==> config.mk <==
export PLATFORM = sky130hd
export DESIGN_NAME = pwcog_top
export DESIGN_NICKNAME = d
export VERILOG_FILES = /design/src/design/pwcog_pkg.sv /design/src/design/pwcog_prescaler.sv /design/src/design/pwcog_top.sv
export SDC_FILE = /design/constraint.sdc
export NUM_CORES = 1
export LEC_CHECK = 0
export BUFFER_PORTS_ARGS = -buffer_cell sky130_fd_sc_hd__buf_4
export CAP_MARGIN = 20
export CORE_UTILIZATION = 35
export DETAILED_ROUTE_END_ITERATION = 10
export GPL_ROUTABILITY_DRIVEN = 0
export PLACE_DENSITY = 0.72
export SETUP_SLACK_MARGIN = 0.02
export SYNTH_ARGS = -nofsm -noshare
export SYNTH_HDL_FRONTEND = slang
export SYNTH_SLANG_ARGS = --single-unit
==> constraint.sdc <==
create_clock -name clk_i -period 1.4 [get_ports clk_i]
set_input_delay 0 -clock clk_i [delete_from_list [all_inputs] [get_ports clk_i]]
set_output_delay 0 -clock clk_i [all_outputs]
set_load 0.01 [all_outputs]
==> src/design/pwcog_pkg.sv <==
//------------------------------------------------------------------------------
// Functional notes
//------------------------------------------------------------------------------
// Functional notes
// RULE1 - Two-bit selector: 00 none, 01 float, 10 drive low, 11 drive high.
// RULE2 - Channel-1 selectors: bits 7:6 a1, 5:4 b1, 3:2 c1, 1:0 d1.
// RULE3 - Channel-0 bits 1:0 select pin d0 cutoff with the same encoding.
// RULE4 - Software keeps unused pins at 00; changes selectors only when stopped.
// RULE5 - Disable bit 0 lets timer drive pin; 1 hands pin to port logic.
// RULE6 - Disable bits 7..0 map to d1,c1,b1,a1,d0,c0,b0,a0.
// RULE7 - Complementary mode: software sets a0 disable bit, others stay enabled.
// RULE8 - Control: clear select 7:5, clock edge 4:3, count source 2:0.
// RULE9 - Count source 000 clocks counter 0 from the undivided system clock.
// RULE10 - On cutoff, nonzero-selector pins force state at once until cleared; the code leaves disabled pins with the port logic instead.
package pwcog_pkg;

    //--------------------------------------------------------------------------
    // Register map (byte addresses, one word each)
    //--------------------------------------------------------------------------
    localparam logic [4:0] OFS_CUTOFF_SELECT_CH0  = 5'h00;
    localparam logic [4:0] OFS_CUTOFF_SELECT_CH1  = 5'h04;
    localparam logic [4:0] OFS_OUTPUT_DISABLE     = 5'h08;
    localparam logic [4:0] OFS_COUNTER0_CONTROL   = 5'h0C;
    localparam logic [4:0] OFS_CUTOFF_STATUS      = 5'h10;

    //--------------------------------------------------------------------------
    // Reset values
    //--------------------------------------------------------------------------
    localparam logic [7:0] RST_CUTOFF_SELECT      = 8'h00;
    localparam logic [7:0] RST_OUTPUT_DISABLE     = 8'h00;
    localparam logic [7:0] RST_COUNTER0_CONTROL   = 8'h00;

    //--------------------------------------------------------------------------
    // Field positions
    //--------------------------------------------------------------------------
    localparam int CCLR_MSB   = 7;
    localparam int CCLR_LSB   = 5;
    localparam int CKEG_MSB   = 4;
    localparam int CKEG_LSB   = 3;
    localparam int TCK_MSB    = 2;
    localparam int TCK_LSB    = 0;
    localparam int STAT_ACTIVE = 0;
    localparam int PINS_PER_CH = 4;

    //--------------------------------------------------------------------------
    // Encodings
    //--------------------------------------------------------------------------
    localparam logic [1:0] CUT_NONE  = 2'h0;
    localparam logic [1:0] CUT_FLOAT = 2'h1;
    localparam logic [1:0] CUT_LOW   = 2'h2;
    localparam logic [1:0] CUT_HIGH  = 2'h3;

    localparam logic [2:0] SRC_DIV1  = 3'h0;
    localparam logic [2:0] SRC_DIV2  = 3'h1;
    localparam logic [2:0] SRC_DIV4  = 3'h2;
    localparam logic [2:0] SRC_DIV8  = 3'h3;
    localparam logic [2:0] SRC_DIV32 = 3'h4;
    localparam logic [2:0] SRC_EXT   = 3'h5;

    localparam logic [1:0] EDGE_RISE = 2'h0;
    localparam logic [1:0] EDGE_FALL = 2'h1;
    localparam logic [1:0] EDGE_BOTH = 2'h2;

    //--------------------------------------------------------------------------
    // Carriers
    //--------------------------------------------------------------------------
    typedef struct packed {
        logic        read;
        logic        write;
        logic [4:0]  address;
        logic [31:0] writedata;
    } pwcog_avmm_req_t;

    typedef struct packed {
        logic [7:0] level;   // Timer, port or forced cutoff level per pin.
        logic [7:0] oe_n;    // Low while the pin is driven.
    } pwcog_pins_t;

endpackage

==> src/design/pwcog_prescaler.sv <==
`timescale 1ns/10ps
`default_nettype none
module pwcog_prescaler
    import pwcog_pkg::*;
(
    // Clock and reset.
    input  wire logic       clk_i,
    input  wire logic       sys_rst_i,
    // Selection.
    input  wire logic [2:0] source_sel_i,
    input  wire logic [1:0] edge_sel_i,
    input  wire logic       ext_clk_i,
    // Count enable for counter 0.
    output logic            count_tick_o
);
    import pwcog_pkg::*;

    logic [4:0] div_cnt;
    logic [4:0] next_div_cnt;
    logic       ext_prev;
    logic       next_ext_prev;
    logic       next_tick;
    logic       rise;
    logic       fall;

    //--------------------------------------------------------------------------
    // Divider and external edge detection
    //--------------------------------------------------------------------------
    // The divider runs freely; a tick is a whole-period marker, so a source
    // change mid-count only shifts the first tick, which is why changes are
    // made while counting is stopped.
    always_comb begin
        next_div_cnt  = div_cnt + 5'h01;
        next_ext_prev = ext_clk_i;
        rise          = ext_clk_i & ~ext_prev;
        fall          = ~ext_clk_i & ext_prev;
        case (source_sel_i)
            SRC_DIV1:  next_tick = 1'b1;                         // [RULE9]
            SRC_DIV2:  next_tick = (next_div_cnt[0:0] == 1'h0);
            SRC_DIV4:  next_tick = (next_div_cnt[1:0] == 2'h0);
            SRC_DIV8:  next_tick = (next_div_cnt[2:0] == 3'h0);
            SRC_DIV32: next_tick = (next_div_cnt == 5'h00);
            SRC_EXT: begin
                case (edge_sel_i)
                    EDGE_FALL: next_tick = fall;
                    EDGE_BOTH: next_tick = rise | fall;
                    default:   next_tick = rise;
                endcase
            end
            default:   next_tick = 1'b0;   // Reserved codes count nothing.
        endcase
    end

    always_ff @(posedge clk_i) begin
        if (sys_rst_i) begin
            div_cnt      <= 5'h00;
            ext_prev     <= 1'b0;
            count_tick_o <= 1'b0;
        end else begin
            div_cnt      <= next_div_cnt;
            ext_prev     <= next_ext_prev;
            count_tick_o <= next_tick;
        end
    end

endmodule
`default_nettype wire

==> src/design/pwcog_top.sv <==
`timescale 1ns/10ps
`default_nettype none
module pwcog_top
    import pwcog_pkg::*;
#(
    parameter int NUM_PINS = 8
)(
    // Clock and reset.
    input  wire logic                  clk_i,
    input  wire logic                  sys_rst_i,
    // Avalon-MM slave.
    input  wire logic                  avs_read_i,
    input  wire logic                  avs_write_i,
    input  wire logic [4:0]            avs_address_i,
    input  wire logic [31:0]           avs_writedata_i,
    output logic [31:0]                avs_readdata_o,
    output logic                       avs_waitrequest_o,
    // Timer waveforms and general port logic, one bit per pin.
    input  wire logic [NUM_PINS-1:0]   timer_level_i,
    input  wire logic [NUM_PINS-1:0]   port_level_i,
    input  wire logic [NUM_PINS-1:0]   port_oe_n_i,
    // Cutoff event and external count clock.
    input  wire logic                  cutoff_event_i,
    input  wire logic                  ext_clk_i,
    // Pins and count enable.
    output pwcog_pkg::pwcog_pins_t     pins_o,
    output logic                       count_tick_o,
    output logic [2:0]                 counter_clear_sel_o
);
    import pwcog_pkg::*;

    //--------------------------------------------------------------------------
    // Elaboration check
    //--------------------------------------------------------------------------
    // The register layout holds exactly two channels of four pins.
    // Pin index p maps straight onto output-disable bit p, so the mask
    // layout fixes the pin count as well. A wrong count stops elaboration
    // rather than building a half-mapped output stage.
    if (NUM_PINS != 2 * PINS_PER_CH) begin : g_bad_pins
        $error("pwcog_top: NUM_PINS must equal 8");
    end

    // Bus request gathered into one carrier for the decode below.
    pwcog_avmm_req_t req;
    assign req = '{read: avs_read_i, write: avs_write_i,
                   address: avs_address_i, writedata: avs_writedata_i};

    // Software-visible registers and the cutoff latch.
    logic [7:0]  cutoff_select_ch0;
    logic [7:0]  cutoff_select_ch1;
    logic [7:0]  output_disable_mask;
    logic [7:0]  counter0_control;
    logic        cutoff_active;

    // Their next values, and the next values of the bus outputs.
    logic [7:0]  next_cutoff_select_ch0;
    logic [7:0]  next_cutoff_select_ch1;
    logic [7:0]  next_output_disable_mask;
    logic [7:0]  next_counter0_control;
    logic        next_cutoff_active;
    logic [31:0] next_readdata;
    logic        next_waitrequest;
    logic [2:0]  next_clear_sel;

    // Handshake decode: take opens an access, commit lands a write.
    logic        take;
    logic        commit;
    logic        clear_cutoff;
    logic        cut_now;

    // Per-pin next values, gathered for the single pin register process.
    logic [7:0]  next_pin_level;
    logic [7:0]  next_pin_oe_n;

    //--------------------------------------------------------------------------
    // Bus slave and register file
    //--------------------------------------------------------------------------
    // Every access takes exactly one wait cycle. Waitrequest idles high; the
    // edge that sees a request with waitrequest high takes it and drops
    // waitrequest for one cycle, registering read data at the same time.
    // A write lands only at the next edge, where the master sees waitrequest
    // low, so a write never takes effect before the master completes it.
    // Reads have no side effects, so their early capture is safe.
    // The price is a fixed two-cycle access; back-to-back requests see one
    // transfer every two cycles, which register setup easily tolerates.
    always_comb begin
        take                     = (req.read | req.write) & avs_waitrequest_o;
        commit                   = req.write & ~avs_waitrequest_o;
        next_waitrequest         = ~take;
        next_cutoff_select_ch0   = cutoff_select_ch0;
        next_cutoff_select_ch1   = cutoff_select_ch1;
        next_output_disable_mask = output_disable_mask;
        next_counter0_control    = counter0_control;
        next_readdata            = avs_readdata_o;
        clear_cutoff             = 1'b0;
        // Writes land at the completing edge only.
        if (commit) begin
            case (req.address)
                OFS_CUTOFF_SELECT_CH0:
                    next_cutoff_select_ch0 = req.writedata[7:0];   // [RULE3]
                OFS_CUTOFF_SELECT_CH1:
                    next_cutoff_select_ch1 = req.writedata[7:0];   // [RULE2]
                OFS_OUTPUT_DISABLE:
                    next_output_disable_mask = req.writedata[7:0]; // [RULE6]
                OFS_COUNTER0_CONTROL:
                    next_counter0_control = req.writedata[7:0];    // [RULE8]
                OFS_CUTOFF_STATUS:
                    clear_cutoff = req.writedata[STAT_ACTIVE];
                default: ;                 // Unmapped writes are dropped.
            endcase
        end
        // Unmapped reads return zero; upper bits of every word read as zero.
        if (take && req.read) begin
            case (req.address)
                OFS_CUTOFF_SELECT_CH0: next_readdata = {24'h0, cutoff_select_ch0};
                OFS_CUTOFF_SELECT_CH1: next_readdata = {24'h0, cutoff_select_ch1};
                OFS_OUTPUT_DISABLE:    next_readdata = {24'h0, output_disable_mask};
                OFS_COUNTER0_CONTROL:  next_readdata = {24'h0, counter0_control};
                OFS_CUTOFF_STATUS:     next_readdata = {31'h0, cutoff_active};
                default:               next_readdata = 32'h0;
            endcase
        end
        // The latch clears only by reset or by a software write of one to the status
        // bit; a new event in the clearing cycle keeps the latch set, so an
        // event is never lost between a read of the status and its clear.
        cut_now            = cutoff_active | cutoff_event_i;
        next_cutoff_active = cutoff_event_i |
                             (cutoff_active & ~clear_cutoff);      // [RULE10]
        // The clear select is only stored and passed on; the counter that
        // uses it sits outside this block.
        next_clear_sel     = counter0_control[CCLR_MSB:CCLR_LSB];  // [RULE8]
    end

    // Register stage for the bus outputs, the register file and the latch.
    always_ff @(posedge clk_i) begin
        if (sys_rst_i) begin
            cutoff_select_ch0   <= RST_CUTOFF_SELECT;
            cutoff_select_ch1   <= RST_CUTOFF_SELECT;
            output_disable_mask <= RST_OUTPUT_DISABLE;
            counter0_control    <= RST_COUNTER0_CONTROL;
            cutoff_active       <= 1'b0;
            avs_readdata_o      <= 32'h0;
            avs_waitrequest_o   <= 1'b1;
            counter_clear_sel_o <= 3'h0;
        end else begin
            cutoff_select_ch0   <= next_cutoff_select_ch0;
            cutoff_select_ch1   <= next_cutoff_select_ch1;
            output_disable_mask <= next_output_disable_mask;
            counter0_control    <= next_counter0_control;
            cutoff_active       <= next_cutoff_active;
            avs_readdata_o      <= next_readdata;
            avs_waitrequest_o   <= next_waitrequest;
            counter_clear_sel_o <= next_clear_sel;
        end
    end

    //--------------------------------------------------------------------------
    // Pin output stage
    //--------------------------------------------------------------------------
    // Pin k of a channel takes selector bits [7-2k:6-2k]; index 0..3 is
    // a0..d0 and 4..7 is a1..d1. The incoming event is used directly so the
    // forced state reaches the pins on the very next edge.
    // A disabled pin belongs to the port logic even during a cutoff, since
    // the port logic then owns the pin and the timer must not fight it.
    // Selector 00 leaves the timer waveform in place.
    for (genvar p = 0; p < NUM_PINS; p++) begin : g_pin
        localparam int K = p % PINS_PER_CH;
        logic [1:0] sel;
        logic       next_level;
        logic       next_oe_n;
        assign sel = (p < PINS_PER_CH) ? cutoff_select_ch0[7-2*K -: 2]
                                       : cutoff_select_ch1[7-2*K -: 2];
        always_comb begin
            next_level = timer_level_i[p];
            next_oe_n  = 1'b0;
            if (output_disable_mask[p]) begin                      // [RULE5]
                next_level = port_level_i[p];
                next_oe_n  = port_oe_n_i[p];
            end else if (cut_now) begin                            // [RULE10]
                case (sel)                                         // [RULE1]
                    CUT_FLOAT: next_oe_n  = 1'b1;
                    CUT_LOW:   next_level = 1'b0;
                    CUT_HIGH:  next_level = 1'b1;
                    default:   next_level = timer_level_i[p];
                endcase
            end
        end
        assign next_pin_level[p] = next_level;
        assign next_pin_oe_n[p]  = next_oe_n;
    end

    // One process registers all pins so the struct output has one driver.
    // Reset releases every pin: a gate stage with pull-downs then holds the
    // power switches off while reset lasts; the first edge after it drives the timer levels.
    always_ff @(posedge clk_i) begin
        if (sys_rst_i) begin
            pins_o.level <= 8'h00;
            pins_o.oe_n  <= 8'hFF;
        end else begin
            pins_o.level <= next_pin_level;
            pins_o.oe_n  <= next_pin_oe_n;
        end
    end

    //--------------------------------------------------------------------------
    // Count source
    //--------------------------------------------------------------------------
    // The prescaler only forms a one-cycle count enable; counter 0 keeps
    // running on clk_i and never on a derived clock, which keeps the whole
    // timer in one clock domain. Reserved source codes are stored as
    // written and simply produce no enable.
    pwcog_prescaler u_prescaler (
        .clk_i        (clk_i),
        .sys_rst_i    (sys_rst_i),
        .source_sel_i (counter0_control[TCK_MSB:TCK_LSB]),         // [RULE9]
        .edge_sel_i   (counter0_control[CKEG_MSB:CKEG_LSB]),
        .ext_clk_i    (ext_clk_i),
        .count_tick_o (count_tick_o)
    );

endmodule
`default_nettype wire
==> impl_metrics.ini <==
[logic_synthesis]
syn-instance-count = 322
synth_warnings = 0
synth-seq-area-share = 0.439
synth_top_cell_area_share = 0.439
yosysTopAreaCell = dfxtp_1
syn-cell-area_um2 = 3100
synth_flop_cell = dfxtp_1
syn_avg_cell_area_um2 = 9.62
synth_edf_count = 0
async_flop_share = 0
yosys-top-cells-area = dfxtp_1 (44%), mux2i_1 (12%), buf_4 (6.3%)
ys_ff_latch = 68
synth_cell_type_count = 40

[sta]
finalSetupViolCount = 0
post-route-period-util = 0.950
max_freq_mhz = 752
drv_slew = 0
fin_crit_ns = 1.33
finalHoldViolCount = 0
worst_slew_pin_slew_ns = 0.531
skew_ns = 0.00849
finalSetupTns_ns = 0
slew_headroom = 0.646
rsz0062_at_grt = false

[outcome]
status = completed

[layout]
drive_above_1_share = 0.269
stdcell_count = 544
post-route-util = 0.516
fin_nets = 508
num_antenna_cells = 0
stdcell_area_um2 = 4320
final_common_cell = buf_4
final_cell_mix = buf_4 (84), dfxtp_1 (66), nor2_1 (42)
syn2layout_area_growth_pct = 39.5

[worst_setup_path]
path_buf_inv = 2
crit_path_end_kind = register
cp_max_fo = 8
worst-setup-path-type = register to register
cpMaxStageDelayCell = dfxtp_4
cp_slowest_stage_delay_ns = 0.37
crit_required_ns = 1.61
arrival_ns = 1.54
cp_top_family = flip-flops
crit_chain = nor2b_2, buf_4, nand4b_1, buf_12, mux2i_1, nor2_1
start_kind = register

[placement]
dpl_cell_area_um2 = 3710
placed_cells = 494
port_buffers = 71
dp_hpwl_um = 5430

[die]
die_h_um = 96.1
start_util = 0.370
rows = 33
io_pins = 120
dieArea_um2 = 9240
coreArea_um2 = 8380
die_width_um = 96.1

[flow_run]
cap_violations = 0

[global_routing]
first_global_vias = 2490
gr-total-overflow = 0
antenna_found_initial = 0
grt_max_degree = 51
grt_first_pass_wirelength_um = 11600
grt_use_total = 0.169

[route]
routed-wl-met2_um = 3880
post_drt_via_cell_ratio = 4.98
routed_wl_um = 8000
routedWlPerCell_um = 14.7
dr_total_vias = 2710
met3WireLength_um = 350
drt_pass1_iterations = 4
drt_drc_violations_left = 0
drt-initial-drc-count = 122
ant_nets = 0
top_layer_used = met4
wl_met1_um = 3630

[worst_hold_path]
holdCritPathClass = input port to register

[power]
irDropWorstVdd_uv = 426
leakage_nw = 1.98
power-per-cell-area_nw_per_um2 = 994
power.total_w = 0.00430

[clock_network]
cts.sink_count = 68
insertion_delay_ns = 0.34
cts_buffer_depth = 2
cts_tree = done
clk_pin_slew_ns = 0.07
htree_levels = 3
clock-root-buffer = clkbuf_8
cts_made_buffers = 9
layout make-up:
| type | count | area, µm² |
|---|---|---|
| fillers | 763 | 4060 |
| multi-input cells | 226 | 1580 |
| flip-flops and latches | 68 | 1370 |
| repair buffers | 117 | 971 |
| clock buffers | 11 | 151 |
| well taps | 105 | 131 |
| clock inverters | 4 | 72.6 |
| inverters | 13 | 48.8 |
per-layer routing:
layer  vias up  global-route usage
met4         0              0.0697
met5         -                   0
met3        13              0.0411
met1      1290               0.204
met2        80               0.285
li1       1327                   -
worst paths after layout:
| check | cells after the start | end | slack, ns | start |
|---|---|---|---|---|
| max | 6 | cutoff_select_ch1[5] | 0.07 | avs_waitrequest_o |
| min reg2reg | 2 | avs_readdata_o[4] | 0.47 | avs_readdata_o[4] |
| max reg2reg | 6 | cutoff_select_ch1[5] | 0.07 | avs_waitrequest_o |
| min | 4 | cutoff_active | 0.03 | avs_address_i[4] |
cell families (layout without fill, tap and decap cells):
| kind of cell | Yosys count | count (layout) | synth area share |
|---|---|---|---|
| other | 1 | 24 | 0.00121 |
| flip-flops | 68 | 68 | 0.439 |
| adder cells (fa/ha/maj) | 6 | 6 | 0.0242 |
| multiplexers | 40 | 40 | 0.137 |
| AO/OA/AOI/OAI | 55 | 55 | 0.131 |
| AND/OR/NAND/NOR | 96 | 98 | 0.163 |
| buffers and inverters | 53 | 145 | 0.0961 |
| XOR/XNOR | 3 | 3 | 0.00848 |
where the power goes:
| group | internal, W | leakage, nW | total, W | switching [W] |
|---|---|---|---|---|
| registers | 0.00198 | 0.556 | 0.00200 | 0.0000240 |
| clock network | 0.00109 | 0.111 | 0.00182 | 0.000735 |
| logic | 0.000246 | 1.31 | 0.000476 | 0.000230 |
| total | 0.00331 | 1.98 | 0.00430 | 0.000989 |
state kept, by name, summed over array words and instances, names as in the netlist:
| name | cells |
|---|---|
| pins_o | 16 |
| avs_readdata_o | 8 |
| counter0_control | 8 |
| cutoff_select_ch0 | 8 |
| cutoff_select_ch1 | 8 |
| output_disable_mask | 8 |
| u_prescaler.div_cnt | 5 |
| counter_clear_sel_o | 3 |
| avs_waitrequest_o | 1 |
| cutoff_active | 1 |
| u_prescaler.count_tick_o | 1 |
| u_prescaler.ext_prev | 1 |
synth_stat cells (all sizes together) (2+ instances only):
master	n
nand3	6
a222oi	6
nor3	10
a311oi	8
dfxtp	68
nor2	42
a41oi	2
nand2	7
nor4	2
inv	13
xor2	2
o21ai	9
nand4	2
nand3b	7
nor2b	16
a21oi	10
a21boi	8
mux2i	38
buf	31
o2bb2ai	6
mux4	2
clkbuf	9
ha	6
timing repair:
| action | in CTS | in global routing |
|---|---|---|
| resized for setup | 1 | 11 |
| endpoints found under the hold margin | 53 | 0 |
| pin swaps | 0 | 2 |
| setup buffers | 0 | 1 |
| gates cloned | 0 | 2 |
| hold buffers | 32 | 0 |
| endpoints found under the setup margin | 2 | 33 |
through the flow:
| step | hold slack, ns | worst slack (ns) |
|---|---|---|
| floorplan | 0.113 | 0.0358 |
| global placement | 0.217 | 0.0216 |
| detailed placement | 0.223 | -0.0141 |
| CTS | 0.00863 | 0.0351 |
| global route | 0.0584 | 0.0172 |
| finish | 0.0286 | 0.0694 |
tightest hold or removal path: cells and delay by family:
family | cells | cell delay, ns
compound gates | 1 | 0.06
buf+inv | 1 | 0.13
simple gates | 2 | 0.14
(Power assumes the default switching activity.)
